<file path="config.mk">
export PLATFORM = sky130hd
export DESIGN_NAME = ssa_sync_serial_assist
export DESIGN_NICKNAME = d
export VERILOG_FILES = /design/src/pkg/ssa_pkg.sv /design/src/hw/ssa_sync.sv /design/src/hw/ssa_regread.sv /design/src/hw/ssa_sync_serial_assist.sv
export SDC_FILE = /design/constraint.sdc
export NUM_CORES = 1
export LEC_CHECK = 0
export BUFFER_PORTS_ARGS = -buffer_cell sky130_fd_sc_hd__buf_2
export CORE_MARGIN = 10
export CORE_UTILIZATION = 48
export DETAILED_ROUTE_END_ITERATION = 12
export GPL_ROUTABILITY_DRIVEN = 0
export GPL_TIMING_DRIVEN = 0
export PLACE_DENSITY = 0.76
export SKIP_LAST_GASP = 1
export SYNTH_ARGS = -nofsm -noshare
export SYNTH_HDL_FRONTEND = slang
export SYNTH_SLANG_ARGS = --single-unit
</file>
<file path="constraint.sdc">
create_clock -name ref_clk -period 1.3 [get_ports ref_clk]
set_input_delay 0.26 -clock ref_clk [delete_from_list [all_inputs] [get_ports ref_clk]]
set_output_delay 0.26 -clock ref_clk [all_outputs]
set_load 0.005 [all_outputs]
</file>
<file path="src/pkg/ssa_pkg.sv">
`default_nettype none
package ssa_pkg;
   localparam int ADDR_W = 3;
   localparam int DATA_W = 8;
   localparam logic [2:0] ADDR_DATA_LINE = 3'h0;
   localparam logic [2:0] ADDR_CLOCK_LINE = 3'h1;
   localparam logic [2:0] ADDR_CONTROL = 3'h2;
   localparam logic [2:0] ADDR_FALL_COND = 3'h3;
   localparam logic [2:0] ADDR_RISE_COND = 3'h4;
   localparam logic [2:0] ADDR_SAMPLED = 3'h5;
   localparam logic [2:0] ADDR_EDGE_FLAG = 3'h6;
   localparam int CTRL_BLOCK_EN = 0;
   localparam int CTRL_STRETCH_EN = 1;
   localparam int CTRL_COND_STRETCH_EN = 2;
   localparam int CTRL_STRETCH_ACTIVE = 3;
   localparam logic DRIVE_RESET = 1'h1;
   localparam logic FLAG_RESET = 1'h0;
   localparam logic [7:0] READ_ZERO = 8'h00;
endpackage
`default_nettype wire

</file>
<file path="src/hw/ssa_sync.sv">
`default_nettype none
// Two-stage synchroniser with edge strobes from the second and third stage
module ssa_sync (
   input wire logic ref_clk,
   input wire logic reset,
   input wire logic asyncIn,
   input wire logic resetValue,
   output logic level,
   output logic rise,
   output logic fall
);
   logic meta_reg;
   logic sync_reg;
   logic prev_reg;
   // Meta stage is read by the second stage only
   always_ff @(posedge ref_clk or posedge reset) begin
      if (reset) begin
         meta_reg <= ssa_pkg::DRIVE_RESET;
         sync_reg <= ssa_pkg::DRIVE_RESET;
         prev_reg <= ssa_pkg::DRIVE_RESET;
      end else begin
         meta_reg <= asyncIn;
         sync_reg <= meta_reg;
         prev_reg <= sync_reg;
      end
   end
   assign level = sync_reg;
   assign rise = sync_reg & ~prev_reg;
   assign fall = ~sync_reg & prev_reg;
   logic unusedResetValue;
   assign unusedResetValue = resetValue;
endmodule // ssa_sync
`default_nettype wire

</file>
<file path="src/hw/ssa_regread.sv">
`default_nettype none
// Read-data multiplexer; unused upper bits read as zero
module ssa_regread (
   input wire logic [2:0] addr,
   input wire logic dataPin,
   input wire logic clockPin,
   input wire logic [3:0] ctrlBits,
   input wire logic fallFlag,
   input wire logic riseFlag,
   input wire logic sampled,
   input wire logic edgeFlag,
   output logic [7:0] rdValue
);
   always_comb begin
      rdValue = ssa_pkg::READ_ZERO;
      unique case (addr)
         ssa_pkg::ADDR_DATA_LINE: rdValue[0] = dataPin;
         ssa_pkg::ADDR_CLOCK_LINE: rdValue[0] = clockPin;
         ssa_pkg::ADDR_CONTROL: rdValue[3:0] = ctrlBits;
         ssa_pkg::ADDR_FALL_COND: rdValue[0] = fallFlag;
         ssa_pkg::ADDR_RISE_COND: rdValue[0] = riseFlag;
         ssa_pkg::ADDR_SAMPLED: rdValue[0] = sampled;
         ssa_pkg::ADDR_EDGE_FLAG: rdValue[0] = edgeFlag;
         default: rdValue = ssa_pkg::READ_ZERO;
      endcase
   end
endmodule // ssa_regread
`default_nettype wire

</file>
<file path="src/hw/ssa_sync_serial_assist.sv">
`default_nettype none
module ssa_sync_serial_assist (
   input wire logic ref_clk,
   input wire logic reset,
   input wire logic [2:0] addr,
   input wire logic [7:0] wrData,
   input wire logic wrStb,
   input wire logic rdStb,
   output logic [7:0] rdData,
   input wire logic portBClockIn,
   input wire logic portBDataIn,
   input wire logic portBClockOut,
   input wire logic portBDataOut,
   input wire logic portBClockOe_n,
   input wire logic portBDataOe_n,
   output logic pb4Out,
   output logic pb4Oe_n,
   output logic pb5Out,
   output logic pb5Oe_n,
   output logic fallCondIrq,
   output logic riseCondIrq
);
   logic dataLineDrive_reg;
   logic clockLineDrive_reg;
   logic blockEn_reg;
   logic stretchEn_reg;
   logic condStretchEn_reg;
   logic stretchActive_reg;
   logic fallCondDetected_reg;
   logic riseCondDetected_reg;
   logic sampledData_reg;
   logic newSampleFlag_reg;
   logic [7:0] rdData_next;
   logic clockLevel;
   logic clockRise;
   logic clockFall;
   logic dataLevel;
   logic dataRise;
   logic dataFall;
   logic fallCond;
   logic riseCond;
   logic stretchSet;
   logic writeSampled;

   ssa_sync clockSync (
      .ref_clk(ref_clk),
      .reset(reset),
      .asyncIn(portBClockIn),
      .resetValue(ssa_pkg::DRIVE_RESET),
      .level(clockLevel),
      .rise(clockRise),
      .fall(clockFall)
   );

   ssa_sync dataSync (
      .ref_clk(ref_clk),
      .reset(reset),
      .asyncIn(portBDataIn),
      .resetValue(ssa_pkg::DRIVE_RESET),
      .level(dataLevel),
      .rise(dataRise),
      .fall(dataFall)
   );

   assign fallCond = blockEn_reg & dataFall & clockLevel;
   assign riseCond = blockEn_reg & dataRise & clockLevel;
   // Conditional stretch uses flag set before this edge
   assign stretchSet = blockEn_reg & clockFall &
      (stretchEn_reg | (condStretchEn_reg & fallCondDetected_reg));
   assign writeSampled = wrStb & (addr == ssa_pkg::ADDR_SAMPLED);

   always_ff @(posedge ref_clk or posedge reset) begin
      if (reset) begin
         dataLineDrive_reg <= ssa_pkg::DRIVE_RESET;
      end else if (wrStb && addr == ssa_pkg::ADDR_DATA_LINE) begin
         dataLineDrive_reg <= wrData[0];
      end
   end

   always_ff @(posedge ref_clk or posedge reset) begin
      if (reset) begin
         clockLineDrive_reg <= ssa_pkg::DRIVE_RESET;
      end else if (wrStb && addr == ssa_pkg::ADDR_CLOCK_LINE) begin
         clockLineDrive_reg <= wrData[0];
      end
   end

   always_ff @(posedge ref_clk or posedge reset) begin
      if (reset) begin
         blockEn_reg <= ssa_pkg::FLAG_RESET;
         stretchEn_reg <= ssa_pkg::FLAG_RESET;
         condStretchEn_reg <= ssa_pkg::FLAG_RESET;
      end else if (wrStb && addr == ssa_pkg::ADDR_CONTROL) begin
         blockEn_reg <= wrData[ssa_pkg::CTRL_BLOCK_EN];
         stretchEn_reg <= wrData[ssa_pkg::CTRL_STRETCH_EN];
         condStretchEn_reg <= wrData[ssa_pkg::CTRL_COND_STRETCH_EN];
      end
   end
   // Release on sampled write; new stretch wins over release
   always_ff @(posedge ref_clk or posedge reset) begin
      if (reset) begin
         stretchActive_reg <= ssa_pkg::FLAG_RESET;
      end else if (stretchSet) begin
         stretchActive_reg <= 1'h1;
      end else if (writeSampled || !blockEn_reg) begin
         stretchActive_reg <= 1'h0;
      end
   end

   // Fall flag; a detection beats a clearing write
   always_ff @(posedge ref_clk or posedge reset) begin
      if (reset) begin
         fallCondDetected_reg <= ssa_pkg::FLAG_RESET;
      end else if (fallCond) begin
         fallCondDetected_reg <= 1'h1;
      end else if (wrStb && addr == ssa_pkg::ADDR_FALL_COND) begin
         fallCondDetected_reg <= 1'h0;
      end
   end

   // Rise flag; a detection beats a clearing write
   always_ff @(posedge ref_clk or posedge reset) begin
      if (reset) begin
         riseCondDetected_reg <= ssa_pkg::FLAG_RESET;
      end else if (riseCond) begin
         riseCondDetected_reg <= 1'h1;
      end else if (wrStb && addr == ssa_pkg::ADDR_RISE_COND) begin
         riseCondDetected_reg <= 1'h0;
      end
   end

   always_ff @(posedge ref_clk or posedge reset) begin
      if (reset) begin
         fallCondIrq <= ssa_pkg::FLAG_RESET;
         riseCondIrq <= ssa_pkg::FLAG_RESET;
      end else begin
         fallCondIrq <= fallCond;
         riseCondIrq <= riseCond;
      end
   end

   always_ff @(posedge ref_clk or posedge reset) begin
      if (reset) begin
         sampledData_reg <= ssa_pkg::FLAG_RESET;
      end else if (blockEn_reg && clockRise) begin
         sampledData_reg <= dataLevel;
      end
   end

   // New-sample flag; a fresh edge beats the clearing read
   always_ff @(posedge ref_clk or posedge reset) begin
      if (reset) begin
         newSampleFlag_reg <= ssa_pkg::FLAG_RESET;
      end else if (blockEn_reg && clockRise) begin
         newSampleFlag_reg <= 1'h1;
      end else if (rdStb && addr == ssa_pkg::ADDR_SAMPLED) begin
         newSampleFlag_reg <= 1'h0;
      end
   end

   // Open drain while block enabled: enable only when pulling low; else port B outputs pass through
   always_ff @(posedge ref_clk or posedge reset) begin
      if (reset) begin
         pb4Out <= ssa_pkg::FLAG_RESET;
         pb4Oe_n <= ssa_pkg::DRIVE_RESET;
         pb5Out <= ssa_pkg::FLAG_RESET;
         pb5Oe_n <= ssa_pkg::DRIVE_RESET;
      end else if (blockEn_reg) begin
         pb4Out <= 1'h0;
         pb4Oe_n <= ~(~clockLineDrive_reg | stretchActive_reg | stretchSet);
         pb5Out <= 1'h0;
         pb5Oe_n <= dataLineDrive_reg;
      end else begin
         pb4Out <= portBClockOut;
         pb4Oe_n <= portBClockOe_n;
         pb5Out <= portBDataOut;
         pb5Oe_n <= portBDataOe_n;
      end
   end

   ssa_regread readMux (
      .addr(addr),
      .dataPin(dataLevel),
      .clockPin(clockLevel),
      .ctrlBits({stretchActive_reg, condStretchEn_reg, stretchEn_reg,
         blockEn_reg}),
      .fallFlag(fallCondDetected_reg),
      .riseFlag(riseCondDetected_reg),
      .sampled(sampledData_reg),
      .edgeFlag(newSampleFlag_reg),
      .rdValue(rdData_next)
   );

   // Read data stands only in the cycle after the strobe
   always_ff @(posedge ref_clk or posedge reset) begin
      if (reset) begin
         rdData <= ssa_pkg::READ_ZERO;
      end else if (rdStb) begin
         rdData <= rdData_next;
      end else begin
         rdData <= ssa_pkg::READ_ZERO;
      end
   end
endmodule // ssa_sync_serial_assist
`default_nettype wire

</file>
# Yosys cells after proc, flatten, opt, wreduce, memory -nomap -nowiden
# Index checks and enable logic that the tools add are counted.
# W data, S select, Z words.
word_totals:
  register_bits: 30
  in_bits: 21
  output_inout_bits: 14
op_classes:
  n_eq_ne: 6
  n_mux: 15
  bitwise_logic: 21
  reduce_logical: 14
op_table:
  columns: ["cell", "count"]
  rows:
  - ["$and A1 B1 Y1", 12]
  - ["$mux W1", 12]
  - ["$eq A3 B3 Y1 const B", 3]
  - ["$reduce_bool A2 Y1", 4]
  - ["$logic_and A1 B1 Y1", 7]
  - ["$pmux W1 S7", 1]
  - ["$eq A3 B2 Y1 const B", 2]
  - ["$not A1 Y1", 6]
  - ["$mux W4", 1]
  - ["$eq A3 B1 Y1 const B", 1]
  - ["$logic_not A3 Y1", 1]
  - ["$mux W3", 1]
  - ["$or A1 B1 Y1", 3]
  - ["$logic_not A1 Y1", 1]
  - ["$logic_or A1 B1 Y1", 1]

# Logic depth before layout (Yosys ltp)
# Gate-level depths: netlist of run 1.
depth:
  depth_word: 7
  mapped_depth: 4

# Cells and area by module
# A second synthesis of run 1 with hierarchy kept.
hier_totals:
  hier_cells: 94
  area_unflattened_um2: 1258.7
by_module_without_submodules:
  columns: ["mod", "instances", "cells_per_inst", "area_each_um2", "seq_area_each_um2"]
  rows:
  - ["ssa_sync_serial_assist", 1, 63, 935.9, 605.6]
  - ["ssa_sync", 2, 6, 97.6, 78.8]
  - ["ssa_regread", 1, 19, 127.6, 0.0]

# Least setup slack after synthesis of run 1
# No wires, ideal clock.
synth_path:
  path_type: "register to register"
  startpoint: "register clockSync.sync_reg, in the netlist clockSync.level"
  endpoint: "register sampledData_reg"
  arrival_ps: 1026
  t_required_ps: 1175
  setup_slack_ps: 149
  path_stages_with_launch: 4
  n_path_buf: 0
  synth_period_minus_slack_ps: 1151
  path_cell_list: "dfstp_2 nand2_1 nor2_1 mux2_2"
synth_between:
  elab_chain_len: 2
synth_lines:
  columns: ["element", "line", "text"]
  rows:
  - ["from (decl)", "ssa_sync.sv:13", "logic sync_reg;"]
  - ["from (signal assigned)", "ssa_sync.sv:19", "sync_reg <= ssa_pkg::DRIVE_RESET;"]
  - ["from (signal assigned)", "ssa_sync.sv:23", "sync_reg <= meta_reg;"]
  - ["$and A1 B1 Y1", "ssa_sync.sv:28", "assign rise = sync_reg & ~prev_reg;"]
  - ["$logic_and A1 B1 Y1", "ssa_sync_serial_assist.sv:145", "end else if (blockEn_reg && clockRise) begin"]
  - ["to (signal assigned)", "ssa_sync_serial_assist.sv:144", "sampledData_reg <= ssa_pkg::FLAG_RESET;"]
  - ["to (signal assigned)", "ssa_sync_serial_assist.sv:146", "sampledData_reg <= dataLevel;"]
  - ["to (decl)", "ssa_sync_serial_assist.sv:31", "logic sampledData_reg;"]
# No other way between the ends.
# A chain may end at the register's enable or synchronous reset.

# Worst setup path after layout of run 1
# Same ends and word-level chain as after synthesis.

==> results of run 1 <==
==> area by class of cell <==
class / instances / area share [%]
clock buffer: 4 / 2.86
tap: 28 / 2.76
multi-input combinational: 52 / 28.1
sequential: 26 / 52.3
buffer: 7 / 3.95
timing repair buffer: 23 / 9.08
inverter: 3 / 0.888
==> metrics by stage <==
| step | setup WS, ns | area (sq um) | utilization (%) | total power [mW] | hold slack [ns] |
|---|---|---|---|---|---|
| final | 0.0766 | 1270 | 58.4 | 1.69 | 0.0249 |
| after global routing | 0.0333 | 1270 | 58.4 | 1.80 | 0.00601 |
| after CTS | 0.0677 | 1270 | 58.4 | 1.72 | 0.00783 |
| after detailed placement | 0.00735 | 1230 | 56.7 | 1.32 | 0.347 |
| after global placement | 0.0183 | 1230 | 56.7 | 1.31 | 0.346 |
| after floorplan | 0.149 | 1080 | - | 1.21 | 0.264 |
==> critical path: cells and delay by family, from the launching register on <==
kind / cells / cell delay (ns)
muxes: 1 / 0.33
DFF: 1 / 0.58
and+or+nand+nor: 2 / 0.21
==> final timing paths <==
kind / to / slack, ns / cells past startpoint
min in group asynchronous: fallCondIrq$_DFF_PP0_ / 0.12 / 2
setup / recovery: sampledData_reg$_DFFE_PP0P_ / 0.08 / 3
setup reg to reg: sampledData_reg$_DFFE_PP0P_ / 0.08 / 3
max in group asynchronous: stretchActive_reg$_DFFE_PP0P_ / 0.63 / 2
hold reg to reg: dataSync.level$_DFF_PP1_ / 0.36 / 0
hold / removal: clockSync.meta_reg$_DFF_PP1_ / 0.02 / 1
==> report_power, final <==
part,switching [mW],internal (mW),total (mW)
Combinational,0.135,0.152,0.287
Sequential,0.0542,0.955,1.01
Clock,0.222,0.171,0.393
Total,0.412,1.28,1.69
==> kinds of logic (layout without fill, tap and decap cells) <==
group	Yosys count	after routing	synth area share, %
AND/OR/NAND/NOR	28	28	16.3
multiplexers	9	9	9.24
flip-flops	26	26	62.0
buffers and inverters	10	37	5.73
other	1	4	0.351
AO/OA/AOI/OAI	11	11	6.43
==> layer usage <==
metal,track usage [%],part of all wire (%),vias up,routed length (microns)
met1,10.2,41,317,755
met4,4.62,2.2,0,41
li1,-,-,338,-
met2,14.3,45,25,835
met3,4.30,11,4,205
met5,0,0,-,0
==> Yosys cell counts <==
cell	number	share of area, %
o22ai_1	1	0.59
o211ai_1	1	0.70
nand2b_2	1	0.82
nor2_1	1	0.35
and2_1	3	1.8
a21oi_1	1	0.47
nand3b_1	1	0.70
mux2_2	7	7.4
a21boi_0	1	0.70
o311a_1	1	0.94
dfrtp_1	16	37
nor2b_1	2	1.2
nand2b_4	1	1.3
nor3_1	3	1.4
mux2i_1	2	1.9
nor3b_1	4	2.8
a211oi_1	1	0.70
o21ai_0	4	1.9
or2b_1	1	0.70
nand2b_1	4	2.3
nor2_2	1	0.59
o21ai_1	1	0.47
conb_1	1	0.35
dfstp_2	10	25
buf_4	6	4.2
inv_1	3	1.1
nand2_1	4	1.4
nand3_1	2	0.94
buf_2	1	0.47
==> run summary, run 1 <==
The run finished with clean final reports. The CTS tree is built. Walking the worst path, the cells encountered are nand2_1 -> nor2_1 -> mux2_2.

After global routing the overflow that remains totals 0. The number of nets with antenna violations after routing is 0. The H-tree depth is 1. The sequential element share of the synthesized area came out at 62.0%. The number of top-level pins came out at 35. Yosys printed 0 warnings. For this design the static power due to leakage is 0.619 nW.

The arrival time reported for the critical path endpoint came out at 1.44 ns. The die is 67.2 microns tall. The total clock buffers created by CTS came out at 3. The total of fill cells in the finished design came out at 216.

The post-route clock skew came out at 0.00131 ns. The cell sitting at the root of the clock tree is a clkbuf_4. The mapped netlist covers 1070 sq um. The mean area per synthesized cell is 12.6 sq um.

The clock passes through at most 2 buffers. After synthesis, the netlist uses 29 different library cells. The number of hold violations in the final report is 0.

The global-route wire length before repair is 3190 microns. In the layout the commonest cells are 24 x buf_2, 16 x dfrtp_1, 10 x dfstp_2. STA classifies the critical path endpoint as a register. For this block, the routed nets add up to 1840 microns of wire.

The relative slew slack is 39.2%. The number of placement rows is 17. Across every metal layer, demand over resource in global routing totals 9.11%. The half-perimeter wire length after placement came out at 1450 microns. The largest driver fanout on the critical path came out at 4. The nature of the critical path startpoint is a register. The total of cells resized after clock tree synthesis came out at 0. For this run, the slowest stage of the critical path takes 0.58 ns. The clock-pin slew on the worst setup and hold paths came out at 0.13 ns. The initial antenna violation count was 0.

The total of buffers placed on input and output ports is 23. The net count reported at finish came out at 137. The count of routing violations after the opening detailed-route iteration is 18. The max-cap violation count came out at 0. The number of instances in the synthesized netlist came out at 85.

The source of the worst register-to-register timing path is clockSync.level$_DFF_PP1_. The share of layout cells above drive strength 1 came out at 47.0%. The transition time at the pin with the least slew margin is 0.911 ns. In the final routed layout, each cell accounts on average for 12.8 microns.

The flip-flop and latch count after synthesis is 26. Leaving out fill and tap cells, the most frequent cell in the layout is buf_2. The number of search-and-repair iterations in the first detailed-routing pass is 4. STA puts the critical path data required time at 1.52 ns. The number of pins exceeding their max-slew limit in the final report came to 0. The area taken by multi-input logic gates is 357 sq um. The startpoint-to-endpoint class of the critical path is register to register. The per-cell via count in the routed design is 4.78. The number of inserted diodes is 0. The register with the most flip-flops in the final layout is rdData. For this run, the top clock speed supported by timing is 817 MHz. The final setup violation count is 0. Relative to the synthesized area, the layout overhead comes to 18.5%. On the critical path, the stage with the largest delay is an instance of dfstp_2.

The largest net degree at the start of global routing is 27. The share of the clock period used by the worst path is 94.1%. The placeable core region is 2170 sq um. The final period demand of the worst path came out at 1.22 ns. For this configuration, the core starts out at a cell density of 49.3%. The sum of negative setup slack came out at 0 ns. The via count of the first global-routing pass came out at 721.

Dividing total power by cell area gives a power density of 1330 nW/um^2. The combined flip-flop and latch cell area came out at 663 sq um. The worst hold path begins at portBClockIn.

The post-CTS setup repair buffer count is 0. The total DRC errors in the routed layout came out at 0. For the worst-skew pair, the clock arrives at the later sink with an insertion delay of 0.31 ns. The die covers 4520 sq um.

The via count came out at 684. The die width came out at 67.2 microns. The clock sink count is 26. The number of placed instances, taps included is 139.

The number of cells in the finished layout apart from fillers is 143. In this run the worst hold path is classified as input port to register. Tracing the worst setup path back leads to its startpoint at clockSync.level$_DFF_PP1_.

Setup repair after global routing left no endpoint under its margin. The maximum ir drop on the vdd rail is 0.000753 V. The hold buffer count at cts came out at 0.

The register with the most flip-flops in the layout has 4 of them.
Note: power is estimated with default switching activity, not from simulation.
==> inputs of run 2 (changes only) <==
==> constraint.sdc (replaced) <==
create_clock -name ref_clk -period 1.3 [get_ports ref_clk]
set_input_delay 0.26 -clock ref_clk [delete_from_list [all_inputs] [get_ports ref_clk]]
set_output_delay 0.26 -clock ref_clk [all_outputs]
set_load 0.1 [all_outputs]
==> run summary, run 2 (synthesized netlist as in run 1, its figures left out) <==
The run finished, with violations left. The final reports fail on setup timing. The maximum ir drop on the vdd rail came out at 0.00112 V. STA classifies the critical path startpoint as a register.

In this design, the largest share of critical-path delay is due to flip-flops. The total of buffers placed on input and output ports is 23. The via count is 686. The number of hold violations in the final report is 0. The area growth from synthesis to layout is 23.2%.

The total DRC errors in the routed layout is 0. The global routing stage identified its most utilized layer as met2. The number of placed instances, taps included is 139. The final period demand of the worst path is 1.32 ns.

The initial cell density of the core came out at 49.3%. The H-tree depth came out at 1. Entering global routing, the biggest net connects 27 pins.

The die extent in y came out at 67.2 microns. The full die area came out at 4520 sq um. On the critical path, the stage with the largest delay is an instance of dfstp_2. The total track usage is 9.15%. After layout, the worst setup slack is -0.0177 ns. The maximum single-stage delay on the critical path came out at 0.57 ns. The post-detailed-routing wire length came out at 1860 microns.

The total overflow left after global routing is 0. Once detailed placement completed, the half-perimeter wirelength came to 1450 microns. Setup repair after global routing could not meet its margin everywhere. The sum of internal, switching and leakage power is 2.05 mW. Fill cells in the final layout number 204. The arrival time reported for the critical path endpoint is 1.06 ns. The clock-pin slew on the worst setup and hold paths is 0.13 ns. The maximum root-to-sink buffer count came out at 2. The relative slew slack came out at 39.2%. At the end of the flow, the number of nets in the layout was 137. The share of layout cells above drive strength 1 came out at 47.0%. The per-cell via count in the routed design came out at 4.80. The share of the clock period used by the worst path is 101%.

The initial antenna violation count came out at 0. Timing analysis after detailed placement gives a worst setup slack of 0.00735 ns. The count of routing violations after the opening detailed-route iteration came out at 18.

The flip-flop count of the largest register after layout came out at 4. The power per standard cell area came out at 1560 nW/um^2. The post-route cell area came out at 1320 sq um.

The leakage power summed over all cells is 0.630 nW. The hold buffer count at cts is 0. The worst min-delay path class is input port to register.

The type of destination of the critical path is an output port. The instance area after placement is 1230 sq um. The final setup violation count came out at 2. The number of buffers and inverters on the critical path is 1. The critical path is of the register to output port type. TritonCTS built the clock tree. The number of placement rows came out at 17. Along the worst path, the maximum fanout reaches 1. The clock insertion delay at the later pin of the skew report came out at 0.31 ns.

The number of top-level pins came out at 35. The die width came out at 67.2 microns. After detailed routing, the average wire length per cell comes to 13.0 microns. The post-route clock skew came out at 0.00146 ns. The number of search-and-repair iterations in the first detailed-routing pass came out at 4. Leaving out fill and tap cells, the most frequent cell in the layout is dfrtp_1.

The max-cap violation count came out at 0. The number of cells in the finished layout apart from fillers came out at 143. The required time of the critical path came out at 1.04 ns.

Global routing used 10.2% of the available met1 tracks. The number of inserted diodes came out at 0. The fraction of met2 tracks used by global routing is 14.5%. Ranked by flip-flop count, first place goes to rdData.

The via count of the first global-routing pass came out at 730. The tree is rooted in a clkbuf_4. The tree built by TritonCTS fans out to 26 sinks.

In this run the remaining antenna-violating nets after routing total 0. Walking the worst path, the cells encountered are buf_12. Global routing used 4.30% of the available met3 tracks. The number of pins exceeding their max-slew limit in the final report is 0. Setup total negative slack on the finished layout was measured at -0.0289 ns. The transition time at the pin with the least slew margin is 0.911 ns. The total clock buffers created by CTS came out at 3.

In this run the standard cell core region covers 2170 sq um. The achievable frequency is 759 MHz. The top cell types in the final layout, fill and taps aside, are 16 x dfrtp_1, 14 x buf_4, 14 x buf_2. The first global-routing pass estimated 3190 microns of wire.
[run 2: cell counts in the layout (fill, tap and decap cells not counted)]
Identical to the previous run, type by type.
[run 2: timing repair]
item                       in CTS  in global routing
pin swaps                       0                  0
setup endpoints to repair      10                  2
gates resized for setup        15                  1
setup buffers                   0                  0
[run 2: stage by stage]
step / hold slack (ns) / utilization, %
final: 0.0249 / 60.7
after CTS: 0.00783 / 60.5
after floorplan: 0.264 / -
after detailed placement: 0.347 / 56.7
after global placement: 0.346 / 56.7
after global routing: 0.00601 / 60.7
[run 2: metal layers]
layer	vias to the layer above	wire length (microns)
met4	0	41
met3	4	197
met1	316	745
met5	-	0
li1	338	-
met2	28	874
[run 2: where the power goes]
group	total (mW)	internal [mW]	leakage, nW	switching (mW)
combinational	0.637	0.213	0.299	0.424
clock	0.393	0.171	0.0210	0.222
sequential	1.02	0.956	0.309	0.0656
total	2.05	1.34	0.630	0.711
[run 2: path summary, 6_finish.rpt]
path	from	endpoint	slack, ns	depth (start not counted)
max	pb4Oe_n$_DFF_PP1_	pb4Oe_n	-0.02	1
min	portBClockIn	clockSync.meta_reg$_DFF_PP1_	0.02	1
max reg2reg	clockSync.level$_DFF_PP1_	sampledData_reg$_DFFE_PP0P_	0.08	3
min reg2reg	dataSync.meta_reg$_DFF_PP1_	dataSync.level$_DFF_PP1_	0.36	0
max in group asynchronous	reset	stretchActive_reg$_DFFE_PP0P_	0.63	2
min in group asynchronous	reset	fallCondIrq$_DFF_PP0_	0.12	2
[run 2: cell type report]
cell class | count | area (sq um) | area share, %
repair buffers | 23 | 165 | 12.5
clock buffers | 4 | 36.3 | 2.75
multi-input cells | 52 | 357 | 27.1
inverters | 3 | 11.3 | 0.855
flip-flops and latches | 26 | 663 | 50.3
plain buffers | 7 | 50.0 | 3.80
well taps | 28 | 35.0 | 2.66
==> inputs of run 3 (changes only) <==
- PLACE_DENSITY: 0.76 -> 0.87
==> run summary, run 3 (synthesized netlist as in run 1, its figures left out) <==
The total of buffers placed on input and output ports is 23. The number of antenna diodes in the final layout is 0. The clock reaches the later pin of the worst-skew pair after 0.31 ns.

The setup slack of the worst register-to-register path is 0.07 ns. The most critical setup path has its startpoint at pb5Oe_n$_DFF_PP1_. The global-route wire length before repair came out at 3280 microns. The CTS tree is built. The smallest clock period supported by the final layout is computed as 1.31 ns.

The utilization after layout is 60.7%. The share of the clock period used by the worst path came out at 101%. The achievable frequency is 764 MHz. The post-CTS setup repair buffer count came out at 0. The clock-pin slew on the worst setup and hold paths is 0.13 ns. The maximum single-stage delay on the critical path came out at 0.57 ns. Once the clock tree was built, the resizer swapped 14 gates to a different size. Summed over all layers, the routed wires come to 1990 microns. For this design, the slowest cell found on the critical path is dfstp_2. The die is 67.2 microns wide. The flow ran to the end, but the final reports show violations. The placeable core region is 2170 sq um.

For this configuration, the core starts out at a cell density of 49.3%. The initial antenna violation count was 0. The clock sink count came out at 26.

The total of fill cells in the finished design is 180. The remaining global-route overflow came out at 0. The longest clock path from root to sink contains 2 buffers. The total track usage came out at 9.22%. The H-tree depth is 1. After the first detailed-routing iteration, the DRC count stood at 15.

In this run the most critical hold path is launched from portBDataIn. In this design, the largest share of critical-path delay is due to flip-flops. The instance count on the critical path came out at 1.

The number of search-and-repair iterations in the first detailed-routing pass came out at 4. The die extent in y came out at 67.2 microns. The half-perimeter wire length after placement is 1550 microns.

The transition time at the pin with the least slew margin is 0.924 ns. The flip-flop count of the largest register after layout came out at 4. The critical path goes through buf_12. The routed wire length per instance is 13.9 microns.

The buffer cell driving the clock tree root is clkbuf_4. The startpoint identified for the worst register-to-register timing path is clockSync.level$_DFF_PP1_. The number of buffer and inverter instances along the worst setup path is 1.

The share of layout cells above drive strength 1 is 47.0%. The total clock buffers created by CTS came out at 3. Ranked by flip-flop count, first place goes to rdData. The largest net degree at the start of global routing is 27.

The number of nets with antenna violations after routing came out at 0. Of all nets on the critical path, the largest fanout is 1. Along the worst hold path, the cell count comes to 1. VDD sags by at most 0.000935 V. The worst reg2reg path depth came out at 3. The number of top-level pins is 35. The power per standard cell area came out at 1560 nW/um^2. The area growth from synthesis to layout is 23.2%. In the layout the commonest cells are 16 x dfrtp_1, 14 x buf_4, 14 x buf_2. At the worst endpoint, the required time is 1.04 ns. Using the TritonRoute via totals, the vias-per-cell ratio works out to 4.94. The startpoint-to-endpoint class of the critical path is register to output port.

STA classifies the critical path endpoint as an output port. The max-cap violation count came out at 0. The checks that failed: setup timing.

The worst setup slack after layout came out at -0.00867 ns. The hold buffer count at cts is 0. Measured against its own limit, the worst slew margin works out to 38.3%. The post-route clock skew is 0.00271 ns. The number of placement rows is 17. Setup repair after global routing could not meet its margin everywhere. The net count reported at finish came out at 137. The full die area came out at 4520 sq um. The total DRC errors in the routed layout is 0. The library cell used most frequently in the layout, excluding fill and tap cells, is dfrtp_1. The final setup violation count is 2. The number of pins exceeding their max-slew limit in the final report came out at 0. The arrival time reported for the critical path endpoint is 1.05 ns. The final route contains 706 vias. The via count of the first global-routing pass came out at 747. The worst setup path is launched from a register. Prior to clock tree synthesis, the placed netlist has a worst setup slack of 0.0135 ns. The number of hold violations in the final report came to 0.

Summed over all cells, the static leakage comes to 0.630 nW. The tightest min-delay check is of the input port to register type.
run 3: report_power, final:
part           internal, mW  switching [mW]
clock network         0.171           0.220
registers             0.956          0.0660
logic                 0.213           0.431
run 3: layer usage:
metal  part of all wire, %  wire [microns]  vias up  track usage [%]
met2                    51            1020       18             14.8
met5                     0               0        -                0
met1                    39             772      346             9.99
met4                  0.70              14        0             4.62
met3                   9.0             178        2             4.46
li1                      -               -      340                -
run 3: path summary, 6_finish.rpt:
path	to
worst min register to register	clockSync.level$_DFF_PP1_
max in group asynchronous	fallCondIrq$_DFF_PP0_
min in group asynchronous	fallCondDetected_reg$_DFFE_PP0P_
worst max register to register	sampledData_reg$_DFFE_PP0P_
worst max-delay path	pb5Oe_n
worst min-delay path	dataSync.meta_reg$_DFF_PP1_
run 3: metrics by stage:
stage          hold slack (ns)  cell area [sq um]  instances  power, mW  setup TNS (ns)
2_1_floorplan            0.264               1080         88       1.50               0
3_3_place_gp             0.346               1230        139       1.60               0
3_5_place_dp             0.350               1230        139       1.61               0
4_1_cts                 0.0201               1310        143       2.06         -0.0680
5_1_grt                0.00504               1320        143       2.16          -0.103
6_report                0.0319               1320        143       2.06         -0.0162
run 3: layout make-up:
cell class / count / area (sq um) / share of cell area (%)
inverters: 3 / 11.3 / 0.855
plain buffers: 7 / 50.0 / 3.80
well taps: 28 / 35.0 / 2.66
repair buffers: 23 / 165 / 12.5
clock buffers: 4 / 36.3 / 2.75
multi-input cells: 52 / 357 / 27.1
flip-flops and latches: 26 / 663 / 50.3
